**src/verilog/rlp_pkg.sv**
```systemverilog
// Purpose: Shared constants and types of the ring link protection block
// Assumes: 125 MHz station clock, 32-bit Avalon-MM register port
// Notes:   Byte offsets; every register is one aligned word

package rlp_pkg;

	// Request hierarchy, lowest first so that compares give priority
	typedef enum logic [2:0] {
		LVL_IDLE,
		LVL_WAIT_TO_RESTORE,
		LVL_SIGNAL_DEGRADE,
		LVL_SIGNAL_FAIL,
		LVL_MANUAL_SWITCH,
		LVL_FORCED_SWITCH
	} rlp_level_t;

	// Protection states of one receive link
	typedef enum logic [2:0] {
		ST_IDLE,
		ST_SWITCH,
		ST_FAILED,
		ST_WRAPPED_IDLE_WAIT,
		ST_WAIT_TO_RESTORE
	} rlp_state_t;

	// Sender of a received protection message
	typedef enum logic [1:0] {
		SRC_NEIGHBOR,
		SRC_OTHER,
		SRC_NEW_NEIGHBOR
	} rlp_src_t;

	////////////////////////////////////////////////////////////////////////
	// Register map
	localparam logic [4:0] REG_CTRL     = 5'h00;
	localparam logic [4:0] REG_STATUS   = 5'h04;
	localparam logic [4:0] REG_IRQ_STAT = 5'h08;
	localparam logic [4:0] REG_IRQ_CLR  = 5'h0c;
	localparam logic [4:0] REG_IRQ_EN   = 5'h10;

	// Field positions
	localparam int CTRL_STEER   = 0;
	localparam int STAT_STATE   = 0;
	localparam int STAT_PROT    = 3;
	localparam int STAT_WRAP    = 6;
	localparam int STAT_QUEUED  = 7;
	localparam int STAT_EXPIRED = 10;
	localparam int IRQ_STATE    = 0;
	localparam int IRQ_WRAP     = 1;
	localparam int IRQ_W        = 2;

	// Reset values
	localparam logic              STEER_RST  = 1'b0;
	localparam logic [IRQ_W-1:0]  IRQ_EN_RST = 2'h0;

	// Timing
	localparam int CLK_MHZ         = 125;
	localparam int WTR_TIME_US     = 10000;
	localparam int WTR_CYCLES_DFLT = WTR_TIME_US * CLK_MHZ;

endpackage : rlp_pkg

```
**src/verilog/rlp_link_fsm.sv**
```systemverilog
// Purpose: Protection state machine for one receive link of a ring station
// Assumes: All event inputs come from logic on mclk, one-cycle pulses
// Notes:   Registers over Avalon-MM; every access answers on its second edge

`timescale 1ns/1ps

module rlp_link_fsm #(
	parameter int WTR_CYCLES = rlp_pkg::WTR_CYCLES_DFLT
) (
	input  wire logic               mclk,
	input  wire logic               nrst,
	input  wire logic [4:0]         avs_address,
	input  wire logic               avs_read,
	input  wire logic               avs_write,
	input  wire logic [31:0]        avs_writedata,
	output logic [31:0]             avs_readdata,
	output logic                    avs_waitrequest,
	input  wire logic               loc_req_valid,
	input  wire rlp_pkg::rlp_level_t loc_req_level,
	input  wire logic               loc_req_granted,
	input  wire logic               loc_fail_valid,
	input  wire rlp_pkg::rlp_level_t loc_fail_level,
	input  wire logic               loc_fail_wraps,
	input  wire logic               loc_fail_clear,
	input  wire logic               other_preempts,
	input  wire logic               rx_valid,
	input  wire rlp_pkg::rlp_level_t rx_level,
	input  wire rlp_pkg::rlp_src_t  rx_src,
	input  wire logic               rx_wrapped,
	input  wire logic               rx_short,
	input  wire logic               rx_preempts,
	output logic                    tx_valid,
	output rlp_pkg::rlp_level_t     tx_level,
	output logic                    tx_wrapped,
	output logic                    wrap_status,
	output rlp_pkg::rlp_level_t     side_link_prot_state,
	output logic                    irq
);

	rlp_pkg::rlp_state_t  state_ff;
	rlp_pkg::rlp_state_t  nxt_state;
	rlp_pkg::rlp_level_t  prot_ff;
	rlp_pkg::rlp_level_t  nxt_prot;
	rlp_pkg::rlp_level_t  queued_ff;
	rlp_pkg::rlp_level_t  nxt_queued;
	rlp_pkg::rlp_level_t  tx_level_ff;
	logic                 wrap_ff;
	logic                 nxt_wrap;
	logic                 fire;
	logic                 tx_valid_ff;
	logic                 tx_wrapped_ff;
	logic                 steer_ff;
	logic [31:0]          wtr_cnt_ff;
	logic                 wtr_done;
	logic [rlp_pkg::IRQ_W-1:0] irq_stat_ff;
	logic [rlp_pkg::IRQ_W-1:0] nxt_irq_stat;
	logic [rlp_pkg::IRQ_W-1:0] irq_en_ff;
	logic                 irq_ff;
	logic                 wait_ff;
	logic [31:0]          rdata_ff;
	logic                 wrap_ok;
	logic                 nbr_rx;
	logic                 pre_any;
	logic                 req_ok;
	logic                 bus_wr;

	// Wrap actions exist only on wrapping rings
	assign wrap_ok  = !steer_ff;
	assign nbr_rx   = rx_valid && (rx_src == rlp_pkg::SRC_NEIGHBOR);
	assign pre_any  = other_preempts || (rx_valid && rx_src == rlp_pkg::SRC_OTHER && rx_preempts);
	assign req_ok   = loc_req_valid && loc_req_granted;
	assign wtr_done = (state_ff == rlp_pkg::ST_WAIT_TO_RESTORE) && (wtr_cnt_ff == 32'h0);

	////////////////////////////////////////////////////////////////////////
	// Next-state decision; earlier branches win within a state
	always_comb
	begin
		nxt_state  = state_ff;
		nxt_prot   = prot_ff;
		nxt_wrap   = wrap_ff;
		nxt_queued = queued_ff;
		fire       = 1'b0;
		case (state_ff)
			rlp_pkg::ST_IDLE:
			begin
				if (req_ok)
				begin
					nxt_state = rlp_pkg::ST_SWITCH;
					nxt_prot  = loc_req_level;
					nxt_wrap  = wrap_ok;
					fire      = 1'b1;
				end
				else if (loc_fail_valid)
				begin
					nxt_state = rlp_pkg::ST_FAILED;
					nxt_prot  = loc_fail_level;
					nxt_wrap  = wrap_ok && loc_fail_wraps;
					fire      = 1'b1;
				end
				else if (wrap_ok && nbr_rx && rx_short && rx_wrapped && rx_level != rlp_pkg::LVL_IDLE)
				begin
					nxt_state = rlp_pkg::ST_WRAPPED_IDLE_WAIT;
					nxt_wrap  = 1'b1;
					fire      = 1'b1;
				end
			end
			rlp_pkg::ST_SWITCH:
			begin
				// Preemption drops the switch and its queued request
				if (pre_any)
				begin
					nxt_state  = rlp_pkg::ST_IDLE;
					nxt_prot   = rlp_pkg::LVL_IDLE;
					nxt_queued = rlp_pkg::LVL_IDLE;
					nxt_wrap   = 1'b0;
					fire       = 1'b1;
				end
			end
			rlp_pkg::ST_FAILED:
			begin
				if (loc_fail_clear)
				begin
					nxt_state = rlp_pkg::ST_WAIT_TO_RESTORE;
					nxt_prot  = rlp_pkg::LVL_WAIT_TO_RESTORE;
					fire      = 1'b1;
				end
				else if (req_ok)
				begin
					nxt_state  = rlp_pkg::ST_SWITCH;
					nxt_queued = prot_ff;
					nxt_prot   = loc_req_level;
					nxt_wrap   = wrap_ok;
					fire       = 1'b1;
				end
				else if (wrap_ok && nbr_rx && rx_short && rx_wrapped &&
					rx_level == rlp_pkg::LVL_FORCED_SWITCH && prot_ff != rlp_pkg::LVL_SIGNAL_FAIL)
				begin
					nxt_wrap = 1'b1;
					fire     = 1'b1;
				end
				else if (wrap_ok && pre_any)
				begin
					nxt_wrap = 1'b0;
					fire     = 1'b1;
				end
			end
			rlp_pkg::ST_WRAPPED_IDLE_WAIT:
			begin
				if (req_ok)
				begin
					nxt_state = rlp_pkg::ST_SWITCH;
					nxt_prot  = loc_req_level;
					nxt_wrap  = wrap_ok;
					fire      = 1'b1;
				end
				else if (loc_fail_valid)
				begin
					nxt_state = rlp_pkg::ST_FAILED;
					nxt_prot  = loc_fail_level;
					nxt_wrap  = wrap_ok && loc_fail_wraps;
					fire      = 1'b1;
				end
				else if (nbr_rx && rx_level == rlp_pkg::LVL_IDLE && !rx_wrapped)
				begin
					nxt_state = rlp_pkg::ST_IDLE;
					nxt_wrap  = 1'b0;
					fire      = 1'b1;
				end
			end
			rlp_pkg::ST_WAIT_TO_RESTORE:
			begin
				if (req_ok)
				begin
					nxt_state = rlp_pkg::ST_SWITCH;
					nxt_prot  = loc_req_level;
					nxt_wrap  = wrap_ok;
					fire      = 1'b1;
				end
				else if (loc_fail_valid && loc_fail_wraps)
				begin
					nxt_state = rlp_pkg::ST_FAILED;
					nxt_prot  = loc_fail_level;
					nxt_wrap  = wrap_ok;
					fire      = 1'b1;
				end
				else if (pre_any)
				begin
					nxt_state = rlp_pkg::ST_IDLE;
					nxt_prot  = rlp_pkg::LVL_IDLE;
					nxt_wrap  = 1'b0;
					fire      = 1'b1;
				end
				else if (rx_valid && rx_src == rlp_pkg::SRC_NEW_NEIGHBOR && rx_short &&
					!rx_wrapped && rx_level == rlp_pkg::LVL_IDLE)
				begin
					nxt_state = rlp_pkg::ST_IDLE;
					nxt_prot  = rlp_pkg::LVL_IDLE;
					nxt_wrap  = 1'b0;
					fire      = 1'b1;
				end
				else if (wrap_ok && nbr_rx && rx_wrapped && rx_level == rlp_pkg::LVL_IDLE && wtr_done)
				begin
					nxt_state = rlp_pkg::ST_IDLE;
					nxt_prot  = rlp_pkg::LVL_IDLE;
					nxt_wrap  = 1'b0;
					fire      = 1'b1;
				end
				else if (wrap_ok && nbr_rx && rx_wrapped && rx_level > rlp_pkg::LVL_WAIT_TO_RESTORE)
				begin
					nxt_state = rlp_pkg::ST_WRAPPED_IDLE_WAIT;
					nxt_prot  = rlp_pkg::LVL_IDLE;
					nxt_wrap  = 1'b1;
					fire      = 1'b1;
				end
				else if (steer_ff && wtr_done)
				begin
					nxt_state = rlp_pkg::ST_IDLE;
					nxt_prot  = rlp_pkg::LVL_IDLE;
					fire      = 1'b1;
				end
			end
			default:
			begin
				nxt_state = rlp_pkg::ST_IDLE;
			end
		endcase
	end

	// Protection state registers; unchanged when nothing fires
	always_ff @(posedge mclk)
	begin
		if (!nrst)
		begin
			state_ff  <= rlp_pkg::ST_IDLE;
			prot_ff   <= rlp_pkg::LVL_IDLE;
			queued_ff <= rlp_pkg::LVL_IDLE;
			wrap_ff   <= 1'b0;
		end
		else
		begin
			state_ff  <= nxt_state;
			prot_ff   <= nxt_prot;
			queued_ff <= nxt_queued;
			wrap_ff   <= nxt_wrap;
		end
	end

	// One message per firing, carrying the resulting state
	always_ff @(posedge mclk)
	begin
		if (!nrst)
		begin
			tx_valid_ff   <= 1'b0;
			tx_level_ff   <= rlp_pkg::LVL_IDLE;
			tx_wrapped_ff <= 1'b0;
		end
		else
		begin
			tx_valid_ff <= fire;
			if (fire)
			begin
				tx_level_ff   <= nxt_prot;
				tx_wrapped_ff <= nxt_wrap;
			end
		end
	end

	// Restore timer reloads on every entry, so a re-entry restarts the wait
	always_ff @(posedge mclk)
	begin
		if (!nrst)
			wtr_cnt_ff <= 32'h0;
		else if (nxt_state == rlp_pkg::ST_WAIT_TO_RESTORE && state_ff != rlp_pkg::ST_WAIT_TO_RESTORE)
			wtr_cnt_ff <= 32'(WTR_CYCLES - 1);
		else if (wtr_cnt_ff != 32'h0)
			wtr_cnt_ff <= wtr_cnt_ff - 32'h1;
	end

	////////////////////////////////////////////////////////////////////////
	// Avalon slave: wait one cycle, answer on the second edge
	assign bus_wr = avs_write && !wait_ff;

	always_ff @(posedge mclk)
	begin
		if (!nrst)
		begin
			wait_ff  <= 1'b1;
			rdata_ff <= 32'h0;
		end
		else
		begin
			wait_ff <= !((avs_read || avs_write) && wait_ff);
			if (avs_read && wait_ff)
			begin
				if (avs_address == rlp_pkg::REG_CTRL)
					rdata_ff <= {31'h0, steer_ff};
				else if (avs_address == rlp_pkg::REG_STATUS)
					rdata_ff <= {21'h0, wtr_done, queued_ff, wrap_ff, prot_ff, state_ff};
				else if (avs_address == rlp_pkg::REG_IRQ_STAT)
					rdata_ff <= {30'h0, irq_stat_ff};
				else if (avs_address == rlp_pkg::REG_IRQ_EN)
					rdata_ff <= {30'h0, irq_en_ff};
				else
					rdata_ff <= 32'h0;
			end
		end
	end

	// Control registers; writes to other offsets are dropped
	always_ff @(posedge mclk)
	begin
		if (!nrst)
		begin
			steer_ff  <= rlp_pkg::STEER_RST;
			irq_en_ff <= rlp_pkg::IRQ_EN_RST;
		end
		else if (bus_wr && avs_address == rlp_pkg::REG_CTRL)
			steer_ff <= avs_writedata[rlp_pkg::CTRL_STEER];
		else if (bus_wr && avs_address == rlp_pkg::REG_IRQ_EN)
			irq_en_ff <= avs_writedata[rlp_pkg::IRQ_W-1:0];
	end

	// Sticky events: a set in the clearing cycle survives
	always_comb
	begin
		nxt_irq_stat = irq_stat_ff;
		if (bus_wr && avs_address == rlp_pkg::REG_IRQ_CLR)
			nxt_irq_stat = irq_stat_ff & ~avs_writedata[rlp_pkg::IRQ_W-1:0];
		if (fire && nxt_state != state_ff)
			nxt_irq_stat[rlp_pkg::IRQ_STATE] = 1'b1;
		if (fire && nxt_wrap != wrap_ff)
			nxt_irq_stat[rlp_pkg::IRQ_WRAP] = 1'b1;
	end

	always_ff @(posedge mclk)
	begin
		if (!nrst)
		begin
			irq_stat_ff <= 2'h0;
			irq_ff      <= 1'b0;
		end
		else
		begin
			irq_stat_ff <= nxt_irq_stat;
			irq_ff      <= |(nxt_irq_stat & irq_en_ff);
		end
	end

	// Outputs straight from flops
	assign avs_readdata         = rdata_ff;
	assign avs_waitrequest      = wait_ff;
	assign tx_valid             = tx_valid_ff;
	assign tx_level             = tx_level_ff;
	assign tx_wrapped           = tx_wrapped_ff;
	assign wrap_status          = wrap_ff;
	assign side_link_prot_state = prot_ff;
	assign irq                  = irq_ff;
endmodule : rlp_link_fsm

```
**config.mk**
```make
export PLATFORM = sky130hd
export DESIGN_NAME = rlp_link_fsm
export DESIGN_NICKNAME = d
export VERILOG_FILES = /design/src/verilog/rlp_pkg.sv /design/src/verilog/rlp_link_fsm.sv
export SDC_FILE = /design/constraint.sdc
export NUM_CORES = 1
export LEC_CHECK = 0
export ABC_AREA = 1
export BUFFER_PORTS_ARGS = -buffer_cell sky130_fd_sc_hd__buf_4
export CAP_MARGIN = 25
export CORE_UTILIZATION = 50
export CTS_BUF_LIST = sky130_fd_sc_hd__clkbuf_4
export DETAILED_ROUTE_END_ITERATION = 8
export GPL_TIMING_DRIVEN = 0
export PLACE_DENSITY_LB_ADDON = 0.3
export SETUP_SLACK_MARGIN = 0.4
export SLEW_MARGIN = 10
export SYNTH_ARGS = -nofsm -noshare
export SYNTH_HDL_FRONTEND = slang
export SYNTH_SLANG_ARGS = --single-unit
```
**constraint.sdc**
```tcl
create_clock -name mclk -period 2.69 [get_ports mclk]
set_clock_uncertainty 0.05 [all_clocks]
set_input_delay 0.1345 -clock mclk [delete_from_list [all_inputs] [get_ports mclk]]
set_output_delay 0.1345 -clock mclk [all_outputs]
set_load 0.1 [all_outputs]
```
==> results.yml <==
run_status:
  outcome: "finished, final reports clean"
clock_tree:
  htree_levels: 3
  clock_latency_ns: 0.43
  cts.path.max_buffers: 2
  cts_tree: "done"
  clk_pin_slew_ns: 0.14
  cts_sinks: 65
  cts_made_buffers: 9
  clock-root-buffer: "clkbuf_4"
die:
  dieArea_sq_um: 8500
  num_rows: 32
  fp.dieW_um: 92.2
  io_pins: 105
  start_util_pct: 52.1
  die_h_um: 92.2
  core_area_sq_um: 7810
final_layout:
  finish.utilization_pct: 63.9
  nets: 785
  fillCellCount: 747
  drive_gt1_share_pct: 21.2
  syn_to_final_growth_pct: 22.7
  fin_area_sq_um: 4990
  diodes: 0
route:
  route.detailed.drc: 0
  first_pass_iters: 5
  avgViaCountPerCell: 5.26
  wirelength_um: 11500
  vias: 4353
  final_antenna_net_count: 0
  drtIter0Drc: 208
  wl_per_cell_um: 13.9
critical_path:
  crit_arrival_ns: 2.49
  cp_max_fo: 6
  required_ns: 3.02
  worst-setup-path-type: "register to register"
  crit_path_end_kind: "register"
  critPathLaunchType: "register"
global_routing:
  antenna_found_initial: 0
  grt_pass1_wl_um: 19200
  grt_pass1_vias: 4152
  grt_overflow: 0
  track_usage_pct: 28.5
  grt_max_degree: 15
sta:
  fin_crit_ns: 2.16
  finalSetupViolCount: 0
  rsz0062_at_grt: "false"
  report.final.slew_viol_count: 0
  min_period_over_period_pct: 80.2
  max_clock_freq_mhz: 464
  tns_ns: 0
  max_slew.worst_pin.slew_ns: 0.540
  slew_headroom_pct: 64.0
  final_hold_viol_count: 0
pwr:
  vdd_drop_max_v: 0.000533
  p_leak_nw: 2.44
  power_density_nw_per_um2: 1070
yosys:
  ys_seq_area_share_pct: 32.0
  async_flop_share_pct: 0
  synthFlopType: "dfxtp_1"
  ys_warn_count: 0
  avgSynthCellArea_sq_um: 6.51
  synth.distinct_cells: 44
  synth_area_sq_um: 4070
  syn_inst: 625
  ys_seq_elements: 65
  synth_edf_count: 0
placed_design:
  hpwl_um: 8920
  place_area_sq_um: 4670
  globalplace.congestion: 0.960
  port_buffers: 53
job:
  cap_violations: 0
min_path:
  hold_class: "primary input to register"
## report_power, final
group | internal, mW | leakage [nW] | total (mW) | switching (mW)
registers | 1.21 | 0.532 | 1.50 | 0.294
clock network | 0.302 | 0.0834 | 0.724 | 0.421
logic | 1.02 | 1.82 | 3.10 | 2.08
## stage by stage
step                      hold WS (ns)  instances  worst slack [ns]  power, mW
after floorplan                  0.200        645             0.541       3.81
after global placement           0.295        800             0.360       4.40
after detailed placement         0.301        800             0.337       4.45
after CTS                       0.0478        827             0.393       5.24
after global routing            0.0767        828             0.398       5.75
final                           0.0727        828             0.533       5.33
## critical path, stage by stage, from the launching register on
cell     delay [ns]
dfxtp_1        0.38
nor2_1         0.19
nand2_1        0.10
nor2_1         0.13
nand2_2        0.12
nor2_8         0.20
nand3_2        0.08
nand2_2        0.12
o21ai_0        0.10
nand2_1        0.09
nand3_1        0.13
nand2_1        0.09
nand3_1        0.09
nand2_1        0.10
nand2_1        0.05
nand2_1        0.07
## cell usage after synthesis, types with 3 or more instances
cell	count	area, sq um
nand2_1	142	533
nor2_1	90	338
dfxtp_1	65	1300
inv_1	59	221
nand3_1	41	205
a21oi_1	37	185
o21ai_0	28	140
buf_4	21	158
nand4_1	16	100
nor2_2	13	81.3
nand2_2	12	75.1
nor3_1	12	60.1
xor2_1	9	78.8
nor4_1	8	50.1
xnor2_1	8	70.1
clkbuf_1	7	26.3
o21ai_1	6	30.0
or2_2	5	31.3
nor3_2	4	40.0
o211ai_1	4	30.0
a211oi_1	3	22.5
buf_6	3	33.8
inv_2	3	11.3
o21bai_1	3	22.5
## cell families (layout without fill, tap and decap cells)
group / after synthesis / after routing / share of synthesized area, %
and+or+nand+nor: 354 / 354 / 40.0
adders and majority gates: 2 / 2 / 0.615
AOI/OAI and AO/OA: 89 / 89 / 12.1
buffers and inverters: 97 / 178 / 11.6
DFF: 65 / 65 / 32.0
other: 1 / 21 / 0.0922
xor gates and xnor gates: 17 / 17 / 3.66
## registers in the layout, summed over array words and instances (netlist names)
register	count
tx_level	3
tx_valid	1
avs_readdata	11
wrap_status	1
irq_en_ff	2
steer_ff	1
wtr_cnt_ff	32
state_ff	3
irq	1
tx_wrapped	1
avs_waitrequest	1
queued_ff	3
irq_stat_ff	2
side_link_prot_state	3
## layout make-up
cell class | count | area, sq um | share of cell area, %
multi-input combinational | 483 | 2420 | 48.5
buffer | 34 | 233 | 4.66
clock inverter | 7 | 85.1 | 1.70
tap | 102 | 128 | 2.56
sequential | 65 | 1310 | 26.1
clock buffer | 9 | 67.6 | 1.35
timing repair buffer | 65 | 513 | 10.3
inverter | 63 | 239 | 4.79
## repair_timing
| action | CTS | global route |
|---|---|---|
| gates resized for setup | 4 | 13 |
| hold buffers | 10 | 0 |
| setup endpoints to repair | 3 | 18 |
| hold endpoints to repair | 11 | 0 |
| setup buffers | 1 | 1 |
| cloned | 0 | 0 |
| pin swaps | 1 | 1 |
## path summary, 6_finish.rpt
check                                startpoint              end  slack, ns  cells after the start
worst max-delay path             wtr_cnt_ff[22]              irq       0.53                     15
worst min-delay path             avs_address[0]  avs_readdata[0]       0.07                      6
worst max register to register   wtr_cnt_ff[22]              irq       0.53                     15
worst min register to register  avs_readdata[7]  avs_readdata[7]       0.43                      2
## routing by layer
| layer | global-route usage, % | share of wire, % | vias to the layer above |
|---|---|---|---|
| met1 | 36.8 | 46 | 1986 |
| met4 | 10.9 | 2.0 | 0 |
| met3 | 3.65 | 5.4 | 22 |
| met2 | 48.0 | 46 | 149 |
| li1 | - | - | 2196 |
| met5 | 0 | 0 | - |
## placed cells by master, fill, tap and decap left out, drive strengths merged, types with 16 or more instances in the layout
cell type and n:
inv 67, a21oi 37, nand2 154, nand4 17, buf 82, nand3 43
nor3 16, nor2 106, conb 21, dfxtp 65, o21ai 34, clkbuf 16
(Power assumes the default switching activity.)
